## config.mk

```make
export PLATFORM = sky130hd
export DESIGN_NAME = sadc_top
export DESIGN_NICKNAME = d
export VERILOG_FILES = /design/src/sadc_pkg.sv /design/src/sadc_top.sv /design/src/sadc_fifo.sv /design/src/sadc_sar.sv
export VERILOG_INCLUDE_DIRS = /design/src
export SDC_FILE = /design/constraint.sdc
export NUM_CORES = 1
export LEC_CHECK = 0
export ABC_AREA = 1
export BUFFER_PORTS_ARGS = -buffer_cell sky130_fd_sc_hd__buf_2
export CORE_ASPECT_RATIO = 0.75
export CORE_MARGIN = 2
export CORE_UTILIZATION = 50
export CTS_CLUSTER_SIZE = 25
export DETAILED_ROUTE_END_ITERATION = 10
export PLACE_DENSITY = 0.63
export REMOVE_ABC_BUFFERS = 1
export SYNTH_ARGS = -nofsm -noshare
export SYNTH_HDL_FRONTEND = slang
export SYNTH_SLANG_ARGS = --single-unit
```

## constraint.sdc

```tcl
create_clock -name clk_i -period 4.5 [get_ports clk_i]
set_input_delay 0.225 -clock clk_i [delete_from_list [all_inputs] [get_ports clk_i]]
set_output_delay 0.225 -clock clk_i [all_outputs]
set_load 0.03 [all_outputs]
```

## src/sadc_cfg.svh

```systemverilog
// Function
// - Mode select low: gate input enables or disables the serial output.
// - Mode select high: gate input becomes serial data from upstream converter.
// - Rising convert strobe powers up the core and starts a conversion.
// - Busy rises at conversion start, falls when conversion finishes.
// - Enabled output shifts result MSB first, one bit per serial clock rise.
// - Result is 16-bit unsigned straight binary over 65536 equal steps.
// - Acquisition and conversion phases alternate; conversion runs successive approximation.
// - No latency: readout data is the result of the conversion just finished.
// - Core powers down automatically between conversions.
// - Normal mode drives output only while gate is low, else releases it.
// - Further convert edges are ignored until the running conversion completes.
// - Internal timer runs each conversion as 16 bit trials, one per clock; busy lasts 17 clocks (1700 ns at 10 MHz).
// - Last result stays readable while powered down.
`ifndef SADC_CFG_SVH
`define SADC_CFG_SVH
`define SADC_RES_BITS      16
`define SADC_CLK_MHZ       10
`define SADC_TCONV_MAX_NS  322
`define SADC_TCONV_CYC     ((`SADC_TCONV_MAX_NS * `SADC_CLK_MHZ) / 1000)
`define SADC_BIT_CYC_W     4
`define SADC_FIFO_DEPTH    32
`define SADC_RESULT_RST    16'h0000
`define SADC_MSB_ONEHOT    16'h8000
`define SADC_LSB_ONEHOT    16'h0001
`endif

```

## src/sadc_pkg.sv

```systemverilog
package sadc_pkg;
  typedef enum logic [1:0] {
    SADC_ACQ  = 2'b00,
    SADC_CONV = 2'b01,
    SADC_DONE = 2'b11
  } sadc_state_t;
  typedef struct packed {
    logic        valid;
    logic [15:0] code;
  } sadc_result_t;
endpackage : sadc_pkg

```

## src/sadc_top.sv

```systemverilog
`timescale 1ns/1ps
`default_nettype none
`include "sadc_cfg.svh"
module sadc_top
  import sadc_pkg::*;
(
  input  wire logic        clk_i,          // 10 MHz clock
  input  wire logic        sys_rst_i,      // sync reset, high
  input  wire logic        convert_strobe_i,// convert pin
  input  wire logic        daisy_select_i, // chain mode pin
  input  wire logic        readout_gate_i, // gate or serial in
  input  wire logic        sck_i,          // host serial clock
  input  wire logic [15:0] analog_code_i,  // sampled input level
  output logic             busy_o,         // conversion busy
  output logic             sdo_o,          // serial data out
  output logic             sdo_oe_o,       // serial out enable
  output logic             powered_o,      // core powered
  output logic             acquiring_o,    // acquisition phase
  output logic [15:0]      fifo_code_o,    // logged result head
  output logic             fifo_valid_o,   // log not empty
  input  wire logic        fifo_ready_i    // log pop
);
  // pin synchronisers
  logic [1:0] cnv_s_r, chn_s_r, gate_s_r, sck_s_r;
  logic       cnv_d_r, sck_d_r;
  always_ff @(posedge clk_i) begin
    if (sys_rst_i) begin
      cnv_s_r  <= 2'h0;
      chn_s_r  <= 2'h0;
      gate_s_r <= 2'h3;
      sck_s_r  <= 2'h0;
      cnv_d_r  <= 1'b0;
      sck_d_r  <= 1'b0;
    end else begin
      cnv_s_r  <= {cnv_s_r[0], convert_strobe_i};
      chn_s_r  <= {chn_s_r[0], daisy_select_i};
      gate_s_r <= {gate_s_r[0], readout_gate_i};
      sck_s_r  <= {sck_s_r[0], sck_i};
      cnv_d_r  <= cnv_s_r[1];
      sck_d_r  <= sck_s_r[1];
    end
  end
  logic cnv_rise, sck_rise, chain, gate;
  assign cnv_rise = cnv_s_r[1] && !cnv_d_r;
  assign sck_rise = sck_s_r[1] && !sck_d_r;
  assign chain    = chn_s_r[1];
  assign gate     = gate_s_r[1];

  // conversion control
  sadc_state_t st_r, st_nxt;
  logic [15:0] hold_r, hold_nxt;
  logic        start, step;
  sadc_result_t res;
  always_comb begin
    st_nxt   = st_r;
    hold_nxt = hold_r;
    start    = 1'b0;
    unique case (st_r)
      SADC_ACQ: begin
        if (cnv_rise) begin
          hold_nxt = analog_code_i;
          start    = 1'b1;
          st_nxt   = SADC_CONV;
        end
      end
      SADC_CONV: begin
        if (res.valid) st_nxt = SADC_DONE;
      end
      SADC_DONE: begin
        st_nxt = SADC_ACQ;
        // edge right after completion still starts
        if (cnv_rise) begin
          hold_nxt = analog_code_i;
          start    = 1'b1;
          st_nxt   = SADC_CONV;
        end
      end
      default: st_nxt = SADC_ACQ;
    endcase
  end
  // internal timing: one bit trial per clock
  always_comb begin
    step = (st_r == SADC_CONV);
  end
  always_ff @(posedge clk_i) begin
    if (sys_rst_i) begin
      st_r   <= SADC_ACQ;
      hold_r <= `SADC_RESULT_RST;
    end else begin
      st_r   <= st_nxt;
      hold_r <= hold_nxt;
    end
  end

  sadc_sar u_sar (
    .clk_i     (clk_i),
    .sys_rst_i (sys_rst_i),
    .start_i   (start),
    .step_i    (step),
    .sample_i  (hold_nxt),
    .busy_o    (),
    .result_o  (res)
  );

  assign busy_o      = (st_r == SADC_CONV);
  assign powered_o   = (st_r == SADC_CONV);
  assign acquiring_o = (st_r != SADC_CONV);

  // output shifter
  logic [15:0] shreg_r, shreg_nxt;
  logic        sdo_r, sdo_nxt;
  always_comb begin
    shreg_nxt = shreg_r;
    sdo_nxt   = sdo_r;
    if (res.valid) begin
      // same conversion result loaded at once
      shreg_nxt = res.code;
      sdo_nxt   = res.code[15];
    end else if (sck_rise && (chain || !gate) && st_r != SADC_CONV) begin
      // shift MSB first per clock rise
      shreg_nxt = {shreg_r[14:0], chain ? gate : 1'b0};
      sdo_nxt   = shreg_r[14];
    end
  end
  always_ff @(posedge clk_i) begin
    if (sys_rst_i) begin
      shreg_r <= `SADC_RESULT_RST;
      sdo_r   <= 1'b0;
    end else begin
      shreg_r <= shreg_nxt;
      sdo_r   <= sdo_nxt;
    end
  end
  assign sdo_o    = sdo_r;
  assign sdo_oe_o = chain || !gate;

  // result log of straight binary codes
  sadc_fifo #(
    .WIDTH (`SADC_RES_BITS),
    .DEPTH (`SADC_FIFO_DEPTH)
  ) u_fifo (
    .clk_i      (clk_i),
    .sys_rst_i  (sys_rst_i),
    .wr_data_i  (res.code),
    .wr_valid_i (res.valid),
    .wr_ready_o (),
    .rd_data_o  (fifo_code_o),
    .rd_valid_o (fifo_valid_o),
    .rd_ready_i (fifo_ready_i)
  );
endmodule : sadc_top
`default_nettype wire

```

## src/sadc_fifo.sv

```systemverilog
`timescale 1ns/1ps
`default_nettype none
module sadc_fifo #(
  parameter int WIDTH = 16,
  parameter int DEPTH = 32
) (
  input  wire logic             clk_i,     // clock
  input  wire logic             sys_rst_i, // sync reset
  input  wire logic [WIDTH-1:0] wr_data_i, // write word
  input  wire logic             wr_valid_i,// write valid
  output logic                  wr_ready_o,// not full
  output logic      [WIDTH-1:0] rd_data_o, // head word
  output logic                  rd_valid_o,// not empty
  input  wire logic             rd_ready_i // pop
);
  localparam int AW = $clog2(DEPTH);
  logic [WIDTH-1:0] mem_r [DEPTH];
  logic [AW:0]      wp_r, wp_nxt, rp_r, rp_nxt;
  logic             wr_en, rd_en;
  assign wr_ready_o = (wp_r - rp_r) != (AW+1)'(DEPTH);
  assign rd_valid_o = wp_r != rp_r;
  assign rd_data_o  = mem_r[rp_r[AW-1:0]];
  assign wr_en      = wr_valid_i && wr_ready_o;
  assign rd_en      = rd_ready_i && rd_valid_o;
  always_comb begin
    wp_nxt = wr_en ? wp_r + 1'b1 : wp_r;
    rp_nxt = rd_en ? rp_r + 1'b1 : rp_r;
  end
  always_ff @(posedge clk_i) begin
    if (sys_rst_i) begin
      wp_r <= '0;
      rp_r <= '0;
    end else begin
      wp_r <= wp_nxt;
      rp_r <= rp_nxt;
    end
    if (wr_en) begin
      mem_r[wp_r[AW-1:0]] <= wr_data_i;
    end
  end
endmodule : sadc_fifo
`default_nettype wire

```

## src/sadc_sar.sv

```systemverilog
`timescale 1ns/1ps
`default_nettype none
`include "sadc_cfg.svh"
module sadc_sar
  import sadc_pkg::*;
(
  input  wire logic        clk_i,       // clock
  input  wire logic        sys_rst_i,   // sync reset
  input  wire logic        start_i,     // start pulse
  input  wire logic        step_i,      // bit-trial enable
  input  wire logic [15:0] sample_i,    // held sample
  output logic             busy_o,      // converting
  output sadc_result_t     result_o     // finished code, one-cycle valid
);
  logic [15:0] trial_r, trial_nxt, bit_r, bit_nxt;
  logic        busy_r, busy_nxt;
  sadc_result_t res_r, res_nxt;
  always_comb begin
    trial_nxt = trial_r;
    bit_nxt   = bit_r;
    busy_nxt  = busy_r;
    res_nxt   = '{valid: 1'b0, code: res_r.code};
    if (start_i && !busy_r) begin
      busy_nxt  = 1'b1;
      bit_nxt   = `SADC_MSB_ONEHOT;
      trial_nxt = `SADC_MSB_ONEHOT;
    end else if (busy_r && step_i) begin
      if (trial_r > sample_i) trial_nxt = trial_r & ~bit_r;
      bit_nxt = bit_r >> 1;
      trial_nxt = trial_nxt | (bit_r >> 1);
      if (bit_r == `SADC_LSB_ONEHOT) begin
        busy_nxt = 1'b0;
        res_nxt  = '{valid: 1'b1, code: (trial_r > sample_i) ? trial_r & ~bit_r : trial_r};
      end
    end
  end
  always_ff @(posedge clk_i) begin
    if (sys_rst_i) begin
      trial_r <= 16'h0000;
      bit_r   <= 16'h0000;
      busy_r  <= 1'b0;
      res_r   <= '{valid: 1'b0, code: `SADC_RESULT_RST};
    end else begin
      trial_r <= trial_nxt;
      bit_r   <= bit_nxt;
      busy_r  <= busy_nxt;
      res_r   <= res_nxt;
    end
  end
  assign busy_o   = busy_r;
  assign result_o = res_r;
endmodule : sadc_sar
`default_nettype wire

```

==> metrics.cfg, run 1 <==
[critical_path]
rrSetupSlack_ns = 0.93
worst-path-max-fanout = 17
cp.required_ns = 5.04
setup.worst_path.end_class = flip-flop
path_buf_inv = 2
cpPeakStageDelay_ns = 0.56
r2r_start = st_r[0]$_SDFFE_PP0P_
crit_chain = inv_1 > ha_1 > nor2_2 > buf_4 > mux2i_1 > ha_1 > nand2_1 > nor3_1 > nand3_1 > nand4_1 > nand2_1 > a21oi_1
r2r_cells = 12
cp_slowest_cell = nand3_1
critPathKind = flip-flop to flip-flop
rr_endpoint = u_sar.trial_r[5]$_SDFFE_PP0P_
crit_arrival_ns = 4.10
crit_family = simple AND/OR/NAND/NOR gates
start_kind = flip-flop

[routing]
drtIter0Drc = 2356
via_per_inst = 5.962
wl_met3_um = 6113
ant_nets = 0
drcViolationCount = 0
wirelength_met1_um = 29920
vias = 16780
route.met2.wl_um = 27740
highest_layer = met4
finalWirelength_um = 65020
drtPass1Iterations = 5
wl_per_cell_um = 23.10

[place]
pre_cts_slack_ns = 1.010
hpwl_um = 36480
gp_congestion = 0.8506
portBuffers = 44

[hold_path]
min_path_type = input pin to flip-flop
holdPathStages = 3
min_from = fifo_ready_i

[synth]
syn_area_sq_um = 24950
synth_cell_types = 39
syn_inst = 2071
yosysWarnings = 0
syn_avg_cell_area_sq_um = 12.05
synth_seq_cells = 623
yosysSeqAreaShare_pct = 70.54

[global_route]
grt_pass1_wl_um = 97990
grt_pass1_vias = 15580
track_usage_pct = 25.43
grt_max_degree = 180
antenna_found_initial = 0
overflow = 0

[pwr]
irDropWorstVdd_v = 0.0002583
power.density_nw_per_um2 = 428.6
power_leakage_uw = 0.008471
power_uw = 11970

[sta]
final_max_slew_viol_count = 0
fin_crit_sh_pct = 79.24
rsz0062_at_grt = false
worst_pin_slew_ns = 1.038
setup_tns_ns = 0
hold_viol = 0
final.setup.worst_slack_ns = 0.9341
slew_headroom_pct = 30.75
setup_viol = 0
period_needed_ns = 3.566
worst_clock_skew_ns = 0.01996
max_freq_mhz = 280.4

[floorplan]
core_area_sq_um = 49050
dieArea_sq_um = 51710
io_pins = 45
die_x_um = 261.9
start_util_pct = 50.86
die_h_um = 197.4
rows = 70

[layout]
num-nets-final = 2169
n_fill_cell = 3992
layout-drive-gt1-share_pct = 10.43
multi_input_area_sq_um = 6470
area_growth_pct = 11.97
diodes = 0
regArea_sq_um = 17620

[clock_network]
clock-sinks = 623
clockBufferDepth = 3
path_clk_slew_ns = 0.06
cts-root-buf = clkbuf_16
cts_tree = yes
clk_latency_ns = 0.63
cts_buffers = 59
h-tree-depth = 2

[job]
max-cap-violations = 0

[status]
status = finished clean

power breakdown:
| group | total, uW | switching (uW) | leakage (uW) | internal [uW] |
|---|---|---|---|---|
| clock | 4890 | 2130 | 0.000935 | 2760 |
| combinational | 883 | 617 | 0.00253 | 266 |
| sequential | 6200 | 23.2 | 0.00500 | 6180 |
final cells by class:
cell class,count,area share (%)
Timing Repair Buffer,120,3.189
Clock inverter,35,0.9989
Clock buffer,76,5.779
Sequential cell,623,63.08
Multi-Input combinational cell,1249,23.16
Inverter,64,0.8825
Tap cell,648,2.903
cells by family after synthesis:
family / share of synthesized area (%)
and+or+nand+nor: 11.19
AOI/OAI and AO/OA: 12.37
xor gates and xnor gates: 0.2107
muxes: 0.6018
adders and majority gates: 1.455
DFF: 70.54
buffers and inverters: 3.636
timing repair:
action                                  in CTS  in global routing
hold buffers                                20                  0
buffers inserted                             0                  0
gates resized for setup                      0                  0
endpoints found under the setup margin       0                  0
hold endpoints to repair                    20                  0
through the flow:
step	area (sq um)	instances	utilization (%)	hold slack, ns
final	27930	2815	56.95	0.06884
after detailed placement	25840	2684	52.68	0.3921
after floorplan	24280	1936	-	0.2941
after global routing	27930	2815	56.95	0.1234
after CTS	27930	2815	56.95	0.06675
after global placement	25840	2684	52.68	0.3894
cells in the final DEF, fill, tap and decap left out, types with 4 or more instances in the layout:
cell           netlist  final
mux2i_1             15     15
a21oi_1             73     73
buf_2               31     44
clkinv_1             3     21
nor3_1               5      5
nand3_1            105    105
nand2_1            195    195
a31oi_1             16     16
nor2_2               4     13
clkbuf_1            78     11
dfxtp_2              0     13
inv_1               58     58
clkbuf_16            0     61
o21ai_1             58     58
edfxtp_1           512    512
ha_1                29     29
nor2_1             332    323
buf_12               0      4
xor2_1               4      4
buf_4                8     52
nand2_2              5      5
nand4_1             19     19
o22ai_1             18     18
o21ai_0            242    242
bufinv_16            0      4
o221ai_1           100    100
dfxtp_1            111     96
o21a_1              14     14
clkinv_2             0      8
dlygate4sd3_1        0     20
synthesized netlist by cell type:
library cell	number	area, sq um
a211oi_1	1	7.510
a21o_1	1	7.510
a21oi_1	73	365.4
a31oi_1	16	100.1
buf_1	5	18.77
buf_2	31	155.2
buf_4	8	60.06
buf_6	12	135.1
clkbuf_1	78	292.8
clkbuf_2	1	5.000
clkinv_1	3	11.26
dfxtp_1	111	2222
edfxtp_1	512	15370
ha_1	29	362.9
inv_1	58	217.7
inv_2	3	11.26
mux2i_1	15	150.1
nand2_1	195	732.0
nand2_2	5	31.28
nand3_1	105	525.5
nand3_2	1	10.01
nand3b_1	1	7.510
nand4_1	19	118.9
nand4_2	1	12.51
nor2_1	332	1246
nor2_2	4	25.02
nor2_4	1	11.26
nor3_1	5	25.02
nor3b_1	2	15.01
nor4_2	1	12.51
o211a_1	1	10.01
o21a_1	14	105.1
o21ai_0	242	1211
o21ai_1	58	290.3
o221ai_1	100	875.8
o22ai_1	18	112.6
or2_2	3	18.77
xnor2_1	2	17.52
xor2_1	4	35.03
worst max-delay path by stage:
stage	slack [ns]	from	end	depth (start not counted)
after detailed placement	1.01	st_r[0]$_SDFFE_PP0P_	u_sar.trial_r[9]$_SDFFE_PP0P_	12
final	0.93	st_r[0]$_SDFFE_PP0P_	u_sar.trial_r[5]$_SDFFE_PP0P_	12
after global placement	1.15	st_r[0]$_SDFFE_PP0P_	u_sar.trial_r[8]$_SDFFE_PP0P_	12
after global routing	0.60	st_r[0]$_SDFFE_PP0P_	u_sar.trial_r[14]$_SDFFE_PP0P_	13
after CTS	0.98	st_r[0]$_SDFFE_PP0P_	u_sar.trial_r[5]$_SDFFE_PP0P_	12
after floorplan	-4.29	flip-flop	fifo_code_o[10]	6
worst register-to-register path, cell delays in order, from the launching register on:
cell and delay [ns]:
dfxtp_1 0.38, inv_1 0.08, ha_1 0.30, nor2_2 0.48, buf_4 0.33, mux2i_1 0.30
ha_1 0.19, nand2_1 0.06, nor3_1 0.29, nand3_1 0.56, nand4_1 0.29, nand2_1 0.07
a21oi_1 0.14
registers in the layout, summed over array words and instances, names as in the netlist, named ones only:
name            count
u_fifo.wp_r         6
sck_d_r             1
cnv_s_r             2
sck_s_r             2
u_fifo.mem_r      512
gate_s_r            2
shreg_r            15
u_sar.result_o     17
u_sar.trial_r      16
u_sar.busy_o        1
u_fifo.rp_r         6
cnv_d_r             1
chn_s_r             2
u_sar.bit_r        16
st_r                2
sdo_o               1
hold_r             16
routing by layer:
layer / up-vias / global-route usage [%]
met5: - / 0
met3: 87 / 4.850
li1: 7694 / -
met1: 8284 / 39.80
met4: 0 / 6.382
met2: 717 / 36.44
Power figures use the tool's default switching activity.
==> inputs of run 2 (changes only) <==
ABC_AREA = 0   (was 1)
PLACE_DENSITY = 0.65   (was 0.63)
clock period = 3.1 ns   (was 4.5 ns; I/O delays follow)
==> metrics.cfg, run 2 <==
[global_route]
grt_max_degree = 52  ; -71%
antenna_found_initial = 0  ; unchanged
grt_pass1_vias = 12480  ; -20%
overflow = 0  ; unchanged
grt_pass1_wl_um = 79690  ; -19%
track_usage_pct = 21.20  ; -4.2 points

[routing]
via_per_inst = 5.883  ; -1.3%
drcViolationCount = 0  ; unchanged
drtIter0Drc = 1395  ; -41%
wl_per_cell_um = 24.85  ; +7.6%
ant_nets = 0  ; unchanged
finalWirelength_um = 53580  ; -18%
drtPass1Iterations = 5  ; unchanged
vias = 12680  ; -24%

[synth]
syn_inst = 1288  ; -38%
synth_common_cells = edfxtp_1, mux4_2, dfxtp_1
syn_avg_cell_area_sq_um = 18.88  ; +57%
synth_seq_cells = 623  ; unchanged
synthArstFlopShare_pct = 0  ; unchanged
post-synth-top-area-fraction_pct = 63.22  ; +1.6 points
yosysSeqAreaShare_pct = 72.35  ; +1.8 points
synth_edf_count = 512  ; unchanged
synth_flop_cell = edfxtp_1
synth_cell_types = 48  ; +23%
synthMostInstantiatedCell = edfxtp_1
syn_area_sq_um = 24320  ; -2.5%
yosysWarnings = 0  ; unchanged
synthTopCellsByArea = edfxtp_1, mux4_2, dfxtp_1
yosysTopAreaCell = edfxtp_1

[place]
postPlaceCellArea_sq_um = 26210  ; +1.4%
hpwl_um = 32650  ; -11%
pre_cts_slack_ns = -0.3199  ; -1.330 ns
portBuffers = 44  ; unchanged
gp_congestion = 0.7959  ; -6.4%

[clock_network]
cts_tree = yes
clk_latency_ns = 0.60  ; -0.03 ns
clock-sinks = 623  ; unchanged
path_clk_slew_ns = 0.06  ; about the same
cts_buffers = 57  ; -3.4%
clockBufferDepth = 3  ; unchanged
h-tree-depth = 2  ; unchanged
cts-root-buf = clkbuf_16

[critical_path]
crit_arrival_ns = 2.96  ; -1.14 ns
endpoint = fifo_code_o[4]
rrSetupSlack_ns = 0.11  ; -0.82 ns
cp.required_ns = 2.94  ; -2.10 ns
r2r_start = st_r[0]$_SDFFE_PP0P_
rr_endpoint = u_sar.trial_r[2]$_SDFFE_PP0P_
worst-path-max-fanout = 8  ; -9
critPathKind = flip-flop to primary output
r2r_cells = 13  ; +1
start_kind = flip-flop
setup.worst_path.end_class = primary output

[floorplan]
start_util_pct = 51.03  ; +0.17 points
die_x_um = 258.7  ; -1.2%
io_pins = 45  ; unchanged
rows = 69  ; -1.4%
core_area_sq_um = 47660  ; -2.8%
die_h_um = 195  ; -1.2%
dieArea_sq_um = 50440  ; -2.5%

[sta]
rsz0062_at_grt = true
worst_pin_slew_ns = 1.159  ; +0.1218 ns
hold_viol = 0  ; unchanged
final_max_slew_viol_count = 0  ; unchanged
period_needed_ns = 3.118
final.setup.worst_slack_ns = -0.01800  ; -0.9521 ns
fin_crit_sh_pct = 100.6
slew_headroom_pct = 22.60  ; -8.1 points
worst_clock_skew_ns = 0.01388  ; -0.006078 ns
hold_slack_ns = 0.07252  ; +0.003686 ns
setup_viol = 1  ; +1
max_freq_mhz = 320.7

[pwr]
power_leakage_uw = 0.009317  ; +10%
irDropWorstVdd_v = 0.0005085  ; +97%
power.density_nw_per_um2 = 561.4  ; +31%

[layout]
post-route-util_pct = 60.43  ; +3.5 points
num-nets-final = 1522  ; -30%
layout-drive-gt1-share_pct = 31.91  ; +21 points
stdcell_area_sq_um = 28800  ; +3.1%
n_fill_cell = 3446  ; -14%
final_cell_mix = edfxtp_1, mux4_2, dfxtp_1
layout_commonest_cell = edfxtp_1
largest_reg_flops = 512  ; unchanged
diodes = 0  ; unchanged
area_growth_pct = 18.41

[status]
failed_checks = setup timing
status = complete, but fails checks

[hold_path]
min_path_type = input pin to flip-flop

[job]
max-cap-violations = 0  ; unchanged

run 2: cell types whose count changed in the layout (fill, tap and decap cells not counted), sizes merged, moves of 66 or more:
cell	previous run	this run
buf	100	166
mux4	0	160
nand2	200	43
nand3	106	8
nor2	337	101
o21ai	300	8
o221ai	100	0
run 2: how the worst min path moves through the flow:
stage / startpoint / endpoint / depth (start not counted) / slack [ns]
2_1_floorplan: sys_rst_i / u_fifo.wp_r[1]$_SDFFE_PP0P_ / 1 / 0.22
3_3_place_gp: readout_gate_i / gate_s_r[0]$_SDFF_PP1_ / 2 / 0.35
3_5_place_dp: readout_gate_i / gate_s_r[0]$_SDFF_PP1_ / 2 / 0.35
4_1_cts: fifo_ready_i / flip-flop / 4 / 0.07
5_1_grt: sys_rst_i / u_sar.result_o[11]$_SDFFE_PP0P_ / 2 / 0.09
6_report: sys_rst_i / hold_r[1]$_SDFF_PP0_ / 2 / 0.07
run 2: kinds of logic after synthesis:
| group | count (synthesis) | synth area share (%) |
|---|---|---|
| AND/OR/NAND/NOR | 208 | 3.848 |
| XOR/XNOR | 7 | 0.2521 |
| AO/OA/AOI/OAI | 112 | 2.984 |
| flip-flops | 623 | 72.35 |
| adder cells (fa/ha/maj) | 29 | 1.492 |
| multiplexers | 226 | 17.64 |
| buffers and inverters | 83 | 1.435 |
run 2: critical path: stages (launching register included):
cell,delay [ns]
dfxtp_4,0.38
buf_12,0.16
buf_6,0.15
clkbuf_16,0.15
mux4_2,0.54
mux4_2,0.49
mux2_2,0.29
buf_4,0.17
run 2: power by group:
group / internal (uW) / switching, uW
clock network: 3960 / 2990
logic: 113 / 148
registers: 8940 / 13.3
run 2: per-layer routing:
| metal | up-vias | GRT usage [%] | share of wire, % |
|---|---|---|---|
| met5 | - | 0 | 0 |
| met4 | 0 | 4.303 | 1.6 |
| met3 | 65 | 3.660 | 7.1 |
| met2 | 401 | 30.61 | 44 |
| met1 | 6640 | 34.11 | 47 |
| li1 | 5577 | - | - |
run 2: timing repair:
action	CTS	global route
setup endpoints to repair	52	258
endpoints found under the hold margin	20	0
setup buffers	7	9
hold buffers	20	0
resized for setup	15	16
pin swaps	0	1
gates cloned	2	9
run 2: layout make-up:
cell class,count,area [sq um],area share (%)
inverters,13,48.80,0.1694
clock buffers,76,1570,5.453
multi-input cells,582,6502,22.58
clock inverters,30,274.0,0.9515
well taps,639,799.5,2.776
flip-flops and latches,623,17610,61.14
repair buffers,193,1996,6.930
run 2: through the flow:
step / setup TNS, ns / std cells / total power (uW)
6_report: -0.01800 / 2156 / 16170
5_1_grt: -0.6028 / 2156 / 16670
4_1_cts: -0.05367 / 2138 / 16280
3_5_place_dp: -4.218 / 2004 / 9368
3_3_place_gp: -3.339 / 2004 / 9363
2_1_floorplan: -75.12 / 1218 / 9264
